==> src/logic/scc_pkg.sv <==
package scc_pkg;

    // register indices; byte address is four times the index
    localparam logic [7:0] IDX_CTRL = 8'hf2;
    localparam logic [7:0] IDX_STAT = 8'hf3;
    localparam logic [7:0] IDX_DATA = 8'hf4;
    localparam logic [7:0] IDX_MASK = 8'hf5;

    // values after reset
    localparam logic [7:0] CTRL_RST = 8'h00;
    localparam logic [1:0] MASK_RST = 2'h0;
    localparam logic [1:0] STAT_RST = 2'h0;
    localparam logic [2:0] SYNC_RST = 3'h4;   // select pin idles high

    // status bit positions
    localparam int unsigned ST_DONE = 0;
    localparam int unsigned ST_WCOL = 1;
    localparam int unsigned ST_BUSY = 2;

    // shift engine counts
    localparam logic [3:0] LAST_BIT  = 4'h7;
    localparam logic [3:0] LAST_EDGE = 4'hf;

    // half periods of the shift clock in system clocks
    localparam logic [7:0] HALF_DIV4   = 8'h02;
    localparam logic [7:0] HALF_DIV16  = 8'h08;
    localparam logic [7:0] HALF_DIV64  = 8'h20;
    localparam logic [7:0] HALF_DIV256 = 8'h80;

    localparam logic [1:0] RESP_OKAY   = 2'h0;
    localparam logic [1:0] RESP_SLVERR = 2'h2;

    typedef struct packed {
        logic       irq_en;
        logic       enable;
        logic       msb_first;
        logic       master;
        logic       cpol;
        logic       cpha;
        logic [1:0] rate;
    } scc_ctrl_t;

    typedef enum logic [1:0] {
        SCC_IDLE = 2'b01,
        SCC_RUN  = 2'b10
    } scc_mstate_t;

    function automatic logic [7:0] scc_half(input logic [1:0] rate);
        case (rate)
            2'h0:    return HALF_DIV4;
            2'h1:    return HALF_DIV16;
            2'h2:    return HALF_DIV64;
            default: return HALF_DIV256;
        endcase
    endfunction

endpackage

==> src/logic/scc_clk_div.sv <==
`timescale 1ns/10ps
module scc_clk_div #(
    parameter int CNT_W = 8
) (
    input  wire logic       aclk,
    input  wire logic       aresetn,
    input  wire logic [1:0] rate,
    input  wire logic       run,
    output logic            tick
);

    logic [CNT_W-1:0] cnt_q;
    logic [CNT_W-1:0] cnt_d;
    logic [CNT_W-1:0] half_m1;

    if (CNT_W < 8) begin : g_chk
        $error("scc_clk_div: CNT_W too small for the slowest rate");
    end

    // counter restarts with each transfer so the first edge gets a full half period
    assign half_m1 = CNT_W'(scc_pkg::scc_half(rate) - 8'h01);
    assign tick    = run && (cnt_q == half_m1);

    always_comb begin
        cnt_d = cnt_q + CNT_W'(1);
        if (!run || tick) begin
            cnt_d = '0;
        end
    end

    always_ff @(posedge aclk) begin
        if (!aresetn) begin
            cnt_q <= '0;
        end else begin
            cnt_q <= cnt_d;
        end
    end

endmodule

==> src/logic/scc_top.sv <==
// Implementation choice: register access over AXI4-Lite.
`timescale 1ns/10ps
// Notes on behaviour
// RULE1 - the interrupt output can only be high while the interrupt enable control bit is set.
// RULE2 - the serial engine runs only while the enable control bit is set and is held idle otherwise.
// RULE3 - the bit order control bit picks least significant first at 0 and most significant first at 1.
// RULE4 - the role bit makes the block a slave on an outside clock at 0 and the clock master at 1.
// RULE5 - the polarity bit sets the idle level of the shift clock, low at 0 and high at 1.
// RULE6 - the phase bit samples data on the leading clock edge at 0 and on the trailing edge at 1.
// RULE7 - as master the shift clock is the system clock divided by 4, 16, 64 or 256 per the rate bits.
// RULE8 - while disabled nothing shifts and neither the shift clock nor the data line is driven.
module scc_top #(
    parameter int ADDR_W = 12
) (
    input  wire logic              aclk,
    input  wire logic              aresetn,
    input  wire logic [ADDR_W-1:0] s_axi_awaddr,
    input  wire logic              s_axi_awvalid,
    output logic                   s_axi_awready,
    input  wire logic [31:0]       s_axi_wdata,
    input  wire logic [3:0]        s_axi_wstrb,
    input  wire logic              s_axi_wvalid,
    output logic                   s_axi_wready,
    output logic [1:0]             s_axi_bresp,
    output logic                   s_axi_bvalid,
    input  wire logic              s_axi_bready,
    input  wire logic [ADDR_W-1:0] s_axi_araddr,
    input  wire logic              s_axi_arvalid,
    output logic                   s_axi_arready,
    output logic [31:0]            s_axi_rdata,
    output logic [1:0]             s_axi_rresp,
    output logic                   s_axi_rvalid,
    input  wire logic              s_axi_rready,
    input  wire logic              serial_shift_clock_pin_i,
    output logic                   serial_shift_clock_pin_o,
    output logic                   serial_shift_clock_pin_oe,
    output logic                   sdo_o,
    output logic                   sdo_oe,
    input  wire logic              sdi_i,
    input  wire logic              ssel_n_i,
    output logic                   irq
);

    if (ADDR_W < 10) begin : g_chk
        $error("scc_top: ADDR_W must reach the highest register");
    end

    function automatic logic hit(input logic [ADDR_W-1:0] a, input logic [7:0] idx);
        return a == ADDR_W'({idx, 2'b00});
    endfunction

    // ---------------- bus slave state
    logic              aw_have_q, aw_have_d;
    logic [ADDR_W-1:0] aw_addr_q, aw_addr_d;
    logic              w_have_q, w_have_d;
    logic [7:0]        w_data_q, w_data_d;
    logic              w_lane_q, w_lane_d;
    logic              bvalid_q, bvalid_d;
    logic [1:0]        bresp_q, bresp_d;
    logic              rvalid_q, rvalid_d;
    logic [31:0]       rdata_q, rdata_d;
    logic [1:0]        rresp_q, rresp_d;
    logic              do_wr;
    logic              wr_ctrl, wr_stat, wr_data, wr_mask;

    // ---------------- core state
    scc_pkg::scc_ctrl_t   ctrl_q, ctrl_d;
    scc_pkg::scc_mstate_t mst_q, mst_d;
    logic [1:0]           mask_q, mask_d;
    logic [1:0]           st_q, st_d;
    logic [7:0]           tx_q, tx_d;
    logic [7:0]           rx_sr_q, rx_sr_d;
    logic [7:0]           rx_q, rx_d;
    logic [3:0]           bits_q, bits_d;
    logic [3:0]           edge_q, edge_d;
    logic [1:0]           m_smp_q, m_smp_d;
    logic                 sck_q, sck_d;
    logic                 sck_p_q;
    logic [2:0]           sync_a_q, sync_b_q;
    logic                 sck_s, sdi_s, ssel_n_s;
    logic                 m_tick, m_run;
    logic                 lead, trail, sample_ev, shift_ev, take_ev;
    logic                 s_act, s_edge, busy, start;
    logic [7:0]           rx_next;
    logic [1:0]           st_set, st_clr;

    // pins cross into the clock domain through two flops each
    always_ff @(posedge aclk) begin
        if (!aresetn) begin
            sync_a_q <= scc_pkg::SYNC_RST;
            sync_b_q <= scc_pkg::SYNC_RST;
            sck_p_q  <= 1'b0;
        end else begin
            sync_a_q <= {ssel_n_i, sdi_i, serial_shift_clock_pin_i};
            sync_b_q <= sync_a_q;
            sck_p_q  <= sync_b_q[0];
        end
    end

    assign sck_s    = sync_b_q[0];
    assign sdi_s    = sync_b_q[1];
    assign ssel_n_s = sync_b_q[2];

    // write waits until address and data are both held and no response is pending
    assign do_wr         = aw_have_q && w_have_q && !bvalid_q;
    assign wr_ctrl       = do_wr && w_lane_q && hit(aw_addr_q, scc_pkg::IDX_CTRL);
    assign wr_stat       = do_wr && w_lane_q && hit(aw_addr_q, scc_pkg::IDX_STAT);
    assign wr_data       = do_wr && w_lane_q && hit(aw_addr_q, scc_pkg::IDX_DATA);
    assign wr_mask       = do_wr && w_lane_q && hit(aw_addr_q, scc_pkg::IDX_MASK);
    assign s_axi_awready = !aw_have_q;
    assign s_axi_wready  = !w_have_q;
    assign s_axi_arready = !rvalid_q;
    assign s_axi_bvalid  = bvalid_q;
    assign s_axi_bresp   = bresp_q;
    assign s_axi_rvalid  = rvalid_q;
    assign s_axi_rdata   = rdata_q;
    assign s_axi_rresp   = rresp_q;

    // bus next state: channels taken independently, one write and one read in flight
    always_comb begin
        aw_have_d = aw_have_q;
        aw_addr_d = aw_addr_q;
        w_have_d  = w_have_q;
        w_data_d  = w_data_q;
        w_lane_d  = w_lane_q;
        bvalid_d  = bvalid_q;
        bresp_d   = bresp_q;
        rvalid_d  = rvalid_q;
        rdata_d   = rdata_q;
        rresp_d   = rresp_q;
        if (s_axi_awvalid && !aw_have_q) begin
            aw_have_d = 1'b1;
            aw_addr_d = s_axi_awaddr;
        end
        if (s_axi_wvalid && !w_have_q) begin
            w_have_d = 1'b1;
            w_data_d = s_axi_wdata[7:0];
            w_lane_d = s_axi_wstrb[0];
        end
        if (bvalid_q && s_axi_bready) begin
            bvalid_d = 1'b0;
        end
        if (do_wr) begin
            aw_have_d = 1'b0;
            w_have_d  = 1'b0;
            bvalid_d  = 1'b1;
            if (hit(aw_addr_q, scc_pkg::IDX_CTRL) || hit(aw_addr_q, scc_pkg::IDX_STAT) ||
                hit(aw_addr_q, scc_pkg::IDX_DATA) || hit(aw_addr_q, scc_pkg::IDX_MASK)) begin
                bresp_d = scc_pkg::RESP_OKAY;
            end else begin
                bresp_d = scc_pkg::RESP_SLVERR;
            end
        end
        if (rvalid_q && s_axi_rready) begin
            rvalid_d = 1'b0;
        end
        if (s_axi_arvalid && !rvalid_q) begin
            rvalid_d = 1'b1;
            rresp_d  = scc_pkg::RESP_OKAY;
            if (hit(s_axi_araddr, scc_pkg::IDX_CTRL)) begin
                rdata_d = {24'h000000, ctrl_q};
            end else if (hit(s_axi_araddr, scc_pkg::IDX_STAT)) begin
                rdata_d = {29'h00000000, busy, st_q};
            end else if (hit(s_axi_araddr, scc_pkg::IDX_DATA)) begin
                rdata_d = {24'h000000, rx_q};
            end else if (hit(s_axi_araddr, scc_pkg::IDX_MASK)) begin
                rdata_d = {30'h00000000, mask_q};
            end else begin
                rdata_d = 32'h00000000;
                rresp_d = scc_pkg::RESP_SLVERR;
            end
        end
    end

    always_ff @(posedge aclk) begin
        if (!aresetn) begin
            aw_have_q <= 1'b0;
            aw_addr_q <= '0;
            w_have_q  <= 1'b0;
            w_data_q  <= 8'h00;
            w_lane_q  <= 1'b0;
            bvalid_q  <= 1'b0;
            bresp_q   <= scc_pkg::RESP_OKAY;
            rvalid_q  <= 1'b0;
            rdata_q   <= 32'h00000000;
            rresp_q   <= scc_pkg::RESP_OKAY;
        end else begin
            aw_have_q <= aw_have_d;
            aw_addr_q <= aw_addr_d;
            w_have_q  <= w_have_d;
            w_data_q  <= w_data_d;
            w_lane_q  <= w_lane_d;
            bvalid_q  <= bvalid_d;
            bresp_q   <= bresp_d;
            rvalid_q  <= rvalid_d;
            rdata_q   <= rdata_d;
            rresp_q   <= rresp_d;
        end
    end

    assign m_run = (mst_q == scc_pkg::SCC_RUN);

    scc_clk_div #(
        .CNT_W (8)
    ) u_div (
        .aclk    (aclk),
        .aresetn (aresetn),
        .rate    (ctrl_q.rate),
        .run     (m_run),
        .tick    (m_tick)
    );

    // edge events for both roles; the slave only sees its clock while selected
    assign s_act     = ctrl_q.enable && !ctrl_q.master && !ssel_n_s; // RULE4
    assign s_edge    = s_act && (sck_s != sck_p_q);
    assign lead      = ctrl_q.master ? (m_tick && !edge_q[0]) : (s_edge && (sck_p_q == ctrl_q.cpol)); // RULE5
    assign trail     = ctrl_q.master ? (m_tick && edge_q[0]) : (s_edge && (sck_p_q != ctrl_q.cpol));
    assign sample_ev = ctrl_q.cpha ? trail : lead; // RULE6
    // master reads two clocks late so the input flops hold the bit of this edge
    assign take_ev   = ctrl_q.master ? m_smp_q[1] : sample_ev; // RULE6
    // phase 1 presents the first bit before its leading edge, so that edge skips the shift
    assign shift_ev  = ctrl_q.cpha ? (lead && (ctrl_q.master ? edge_q != 4'h0 : bits_q != 4'h0)) : trail;
    assign busy      = m_run || (m_smp_q != 2'h0) || (s_act && bits_q != 4'h0);
    assign start     = wr_data && !busy && ctrl_q.enable;
    assign rx_next   = ctrl_q.msb_first ? {rx_sr_q[6:0], sdi_s} : {sdi_s, rx_sr_q[7:1]}; // RULE3

    // core next state
    always_comb begin
        ctrl_d  = ctrl_q;
        mask_d  = mask_q;
        tx_d    = tx_q;
        rx_sr_d = rx_sr_q;
        rx_d    = rx_q;
        bits_d  = bits_q;
        edge_d  = edge_q;
        m_smp_d = ctrl_q.enable ? {m_smp_q[0], ctrl_q.master && sample_ev} : 2'h0;
        mst_d   = mst_q;
        sck_d   = ctrl_q.cpol; // RULE5
        st_set  = 2'h0;
        st_clr  = wr_stat ? w_data_q[1:0] : 2'h0;
        if (wr_ctrl) begin
            ctrl_d = scc_pkg::scc_ctrl_t'(w_data_q);
        end
        if (wr_mask) begin
            mask_d = w_data_q[1:0];
        end
        if (wr_data && busy) begin
            st_set[scc_pkg::ST_WCOL] = 1'b1;
        end
        if (!ctrl_q.enable) begin
            mst_d  = scc_pkg::SCC_IDLE; // RULE2
            bits_d = 4'h0; // RULE8
            edge_d = 4'h0;
        end else begin
            if (shift_ev) begin
                tx_d = ctrl_q.msb_first ? {tx_q[6:0], 1'b0} : {1'b0, tx_q[7:1]}; // RULE3
            end
            if (take_ev) begin
                rx_sr_d = rx_next; // RULE6
                bits_d  = bits_q + 4'h1;
                if (bits_q == scc_pkg::LAST_BIT) begin
                    bits_d                   = 4'h0;
                    rx_d                     = rx_next;
                    st_set[scc_pkg::ST_DONE] = 1'b1;
                end
            end
            if (!ctrl_q.master && ssel_n_s) begin
                bits_d = 4'h0;
            end
            if (m_run) begin
                sck_d = sck_q;
                if (m_tick) begin
                    sck_d  = !sck_q; // RULE7
                    edge_d = edge_q + 4'h1;
                    if (edge_q == scc_pkg::LAST_EDGE) begin
                        mst_d = scc_pkg::SCC_IDLE;
                    end
                end
            end
            if (start) begin
                tx_d = w_data_q;
                if (ctrl_q.master) begin
                    mst_d  = scc_pkg::SCC_RUN; // RULE4
                    edge_d = 4'h0;
                    bits_d = 4'h0;
                end
            end
        end
        // a fresh event beats a clear in the same cycle
        st_d = (st_q & ~st_clr) | st_set;
    end

    always_ff @(posedge aclk) begin
        if (!aresetn) begin
            ctrl_q  <= scc_pkg::scc_ctrl_t'(scc_pkg::CTRL_RST);
            mask_q  <= scc_pkg::MASK_RST;
            st_q    <= scc_pkg::STAT_RST;
            tx_q    <= 8'h00;
            rx_sr_q <= 8'h00;
            rx_q    <= 8'h00;
            bits_q  <= 4'h0;
            edge_q  <= 4'h0;
            m_smp_q <= 2'h0;
            mst_q   <= scc_pkg::SCC_IDLE;
            sck_q   <= 1'b0;
        end else begin
            ctrl_q  <= ctrl_d;
            mask_q  <= mask_d;
            st_q    <= st_d;
            tx_q    <= tx_d;
            rx_sr_q <= rx_sr_d;
            rx_q    <= rx_d;
            bits_q  <= bits_d;
            edge_q  <= edge_d;
            m_smp_q <= m_smp_d;
            mst_q   <= mst_d;
            sck_q   <= sck_d;
        end
    end

    // pin drivers; the late master read leaves little input margin at the fastest rate
    assign serial_shift_clock_pin_o  = sck_q;
    assign serial_shift_clock_pin_oe = ctrl_q.enable && ctrl_q.master; // RULE8
    assign sdo_o                     = ctrl_q.msb_first ? tx_q[7] : tx_q[0]; // RULE3
    assign sdo_oe                    = ctrl_q.enable && (ctrl_q.master || !ssel_n_s); // RULE8
    assign irq                       = ctrl_q.irq_en && |(st_q & mask_q); // RULE1

    // helper for the divider check: cycles since the last shift clock edge
    logic [7:0] gap_q;
    always_ff @(posedge aclk) begin
        if (!aresetn || !m_run || m_tick) begin
            gap_q <= 8'h00;
        end else begin
            gap_q <= gap_q + 8'h01;
        end
    end
endmodule

==> config.mk <==
export PLATFORM = sky130hd
export DESIGN_NAME = scc_top
export DESIGN_NICKNAME = d
export VERILOG_FILES = /design/src/logic/scc_pkg.sv /design/src/logic/scc_clk_div.sv /design/src/logic/scc_top.sv
export SDC_FILE = /design/constraint.sdc
export NUM_CORES = 1
export LEC_CHECK = 0
export BUFFER_PORTS_ARGS = -buffer_cell sky130_fd_sc_hd__buf_2
export CAP_MARGIN = 20
export CORE_AREA = 5 5 99 101
export CTS_BUF_LIST = sky130_fd_sc_hd__clkbuf_8
export DETAILED_ROUTE_END_ITERATION = 16
export DIE_AREA = 0 0 104 106
export GPL_ROUTABILITY_DRIVEN = 0
export PLACE_DENSITY = 0.81
export SYNTH_ARGS = -nofsm -noshare
export SYNTH_HDL_FRONTEND = slang
export SYNTH_SLANG_ARGS = --single-unit
==> constraint.sdc <==
create_clock -name aclk -period 3.1 [get_ports aclk]
set_input_delay 0.62 -clock aclk [delete_from_list [all_inputs] [get_ports aclk]]
set_output_delay 0.62 -clock aclk [all_outputs]
set_load 0.03 [all_outputs]
==> reports/summary.txt <==
Clock Latency Late Sink - 0.37 ns
Syn Area/Cell - 8.77 sq um
Net Sw Frac - 0.256
Setup crit end kind - flop
Clock power frac - 0.387
Synth unique cells - 60
Pleak - 2.09 nW
Core Area - 0.00893 sq mm
Rows - 35
Slew Viols, Final - 0
Setup Total Neg Slack - 0 ns
Number of top-level pins - 116
Per-cell routed wire length - 15.2 microns
Count leader, synth - dfxtp_1
Reg power frac - 0.538
Top area cells in the synthesized netlist - dfxtp_1 (42%), mux2i_1 (6.1%), nand2_1 (5.1%)
Outcome - finished, final reports clean
Setup crit start kind - flop
Placed cells - 694
Starting Density - 0.530
Worst Path Required - 3.39 ns
P&R area growth vs syn - 11.6%
Async set-or-reset flop fraction in the synthesized netlist - 0
Largest net degree at the start of global routing - 30
Sw Pwr - 0.628 mW
Final Critical Period - 2.82 ns
H-tree levels - 3
CP max FO - 8
Worst-margin pin slew - 0.698 ns
Worst min-delay path class - reg2reg
# DRC - 0
Logic gate share of total power - 0.075
Total grt overflow - 0
Drt pass-1 iters - 4
Final-report hold violation count - 0
Tcrit/Tclk final - 0.911
Finished Layout Cells - 710
Power, Total - 2.45 mW
CP max stage cell - dfxtp_1
Post-Syn Area - 0.00474 sq mm
Cell internal pwr - 1.82 mW
DP Wirelength - 7870 microns
N_diodes - 0
Unrepaired setup endpoints after global routing - false
Port-buffer cells - 62
Worst rel slew slack - 0.534
DRT antenna net count - 0
Share of cells above drive strength 1 - 0.184
VDD IR max - 0.333 mV
Chip width - 104 microns
Sequential element share of the synthesized area - 0.418
Layout Nets - 672
Max Cap Viol - 0
Iteration-0 DRC Markers - 264
Synth top cells by count - dfxtp_1 (99), nand2_1 (65), a21oi_1 (46), nor2_1 (39), mux2i_1 (29)
Die Y-Extent - 106 microns
Arrival @ worst endpoint - 3.11 ns
Critical path class - reg2reg
Clk buf depth - 2
EDFF count, synth - 0
Ys flop type - dfxtp_1
Via count - 3939
Hold slack - 0.420 ns
Fin Clk Skew - 0.0117 ns
CTS buffer count - 9
Die ar. - 0.0110 sq mm
Via density - 5.55
Gr usage total - 0.195
CTS tree - yes
Yosys warnings - 0
Antenna violations before repair - 0
Cells after Synth - 540
FF+latch count, synth - 99
Clk sinks - 99
CP Cell Sequence - or2_2 > ha_1 > xnor2_1 > nor4b_2 > o211a_1 > ha_1 > nand2_1 > o21ai_0 > o22ai_2 > mux2i_1 > o21ai_0
Synth area leader - dfxtp_1
Pwr dens - 464 mW/mm^2
CTS Root Cell - clkbuf_8
Vias in the first global route - 3810
Max frequency - 354 MHz
Max stage delay on crit path - 0.39 ns
Finish-stage setup viols - 0
Synth top area share - 0.418
First-pass GRT wire length - 18100 microns
Total wire length - 10800 microns
Post-CTS repair timing setup buffer count - 0
Worst-path clk slew - 0.10 ns
-- worst paths after layout --
path | from | end | slack, ns | depth (start not counted)
setup / recovery | ctrl_q[1]$_SDFFE_PN0P_ | tx_q[6]$_SDFFE_PN0P_ | 0.28 | 11
hold / removal | sync_a_q[2]$_SDFF_PN1_ | sync_b_q[2]$_SDFF_PN1_ | 0.42 | 1
setup reg to reg | ctrl_q[1]$_SDFFE_PN0P_ | tx_q[6]$_SDFFE_PN0P_ | 0.28 | 11
hold reg to reg | sync_a_q[2]$_SDFF_PN1_ | sync_b_q[2]$_SDFF_PN1_ | 0.42 | 1
-- cell families after synthesis --
kind of cell | after synthesis | synth area share
XOR/XNOR | 11 | 0.0203
flip-flops | 99 | 0.418
AND/OR/NAND/NOR | 194 | 0.215
multiplexers | 36 | 0.0779
buffers and inverters | 68 | 0.0761
other | 1 | 0.000791
AO/OA/AOI/OAI | 123 | 0.170
adder cells (fa/ha/maj) | 8 | 0.0211
-- cell usage in the layout, fill, tap and decap left out, drive strengths merged, types with 3 or more instances in the layout --
cell type and count:
dfxtp 99, buf 72, nand2 65, a21oi 46
nor2 39, mux2i 29, conb 26, o21ai 20
nand3 16, inv 16, nor2b 13, a211oi 12
and2 10, a31oi 9, a311oi 9, clkbuf 9
ha 8, mux2 7, nand2b 6, xor2 6
a22oi 6, nor3 6, xnor2 5, a22o 5
nor4 5, nand3b 4, or4 4, and3 4
a221oi 4, or2 3, or3 3, or4b 3
or3b 3
-- critical path, delay by kind of cell (launching register included) --
kind                     cells  cell delay [ns]
flip-flops                   1             0.39
XOR/XNOR                     1             0.13
adder cells (fa/ha/maj)      2             0.48
multiplexers                 1             0.17
AO/OA/AOI/OAI                4             0.89
AND/OR/NAND/NOR              3             0.69
-- metal layers --
layer,GRT usage,vias to the layer above,wire length (microns)
met4,0.0703,0,183
met3,0.0468,13,644
met5,0,-,0
met2,0.326,106,5230
met1,0.246,1838,4760
li1,-,1982,-
-- sequential cells by signal, summed over array words and instances, names as in the netlist, 2 cells and up --
register     count
aw_addr_q       12
bits_q           4
ctrl_q           8
edge_q           4
m_smp_q          2
mask_q           2
mst_q            2
rx_q             8
rx_sr_q          8
s_axi_rdata      8
st_q             2
sync_a_q         3
sync_b_q         3
tx_q             8
u_div.cnt_q      8
w_data_q         8
-- power by group through the flow --
stage | Combinational (mW) | Sequential (mW) | Clock (mW)
global placement | 0.179 | 1.35 | 0
CTS | 0.184 | 1.32 | 0.956
detailed placement | 0.183 | 1.35 | 0
global route | 0.203 | 1.32 | 1.01
finish | 0.184 | 1.32 | 0.948
floorplan | 0.149 | 1.35 | 0
-- cell type report --
| cell class | count | area, sq um |
|---|---|---|
| Clock buffer | 9 | 124 |
| Inverter | 14 | 52.6 |
| Timing Repair Buffer | 72 | 385 |
| Clock inverter | 7 | 108 |
| Multi-Input combinational cell | 398 | 2500 |
| Tap cell | 111 | 139 |
| Sequential cell | 99 | 1980 |
| Fill cell | 793 | 3650 |
-- what timing repair did --
action	CTS	global route
gates resized for setup	0	1
endpoints found under the setup margin	0	8
hold buffers	0	0
-- stage by stage --
step	util	setup slack [ns]	instance area, sq um
6_report	0.592	0.275	5290
2_1_floorplan	-	0.374	4830
3_3_place_gp	0.565	0.147	5050
5_1_grt	0.592	0.0770	5290
3_5_place_dp	0.565	0.0638	5050
4_1_cts	0.591	0.0367	5280
No activity file was read; power rests on OpenSTA's default activity.
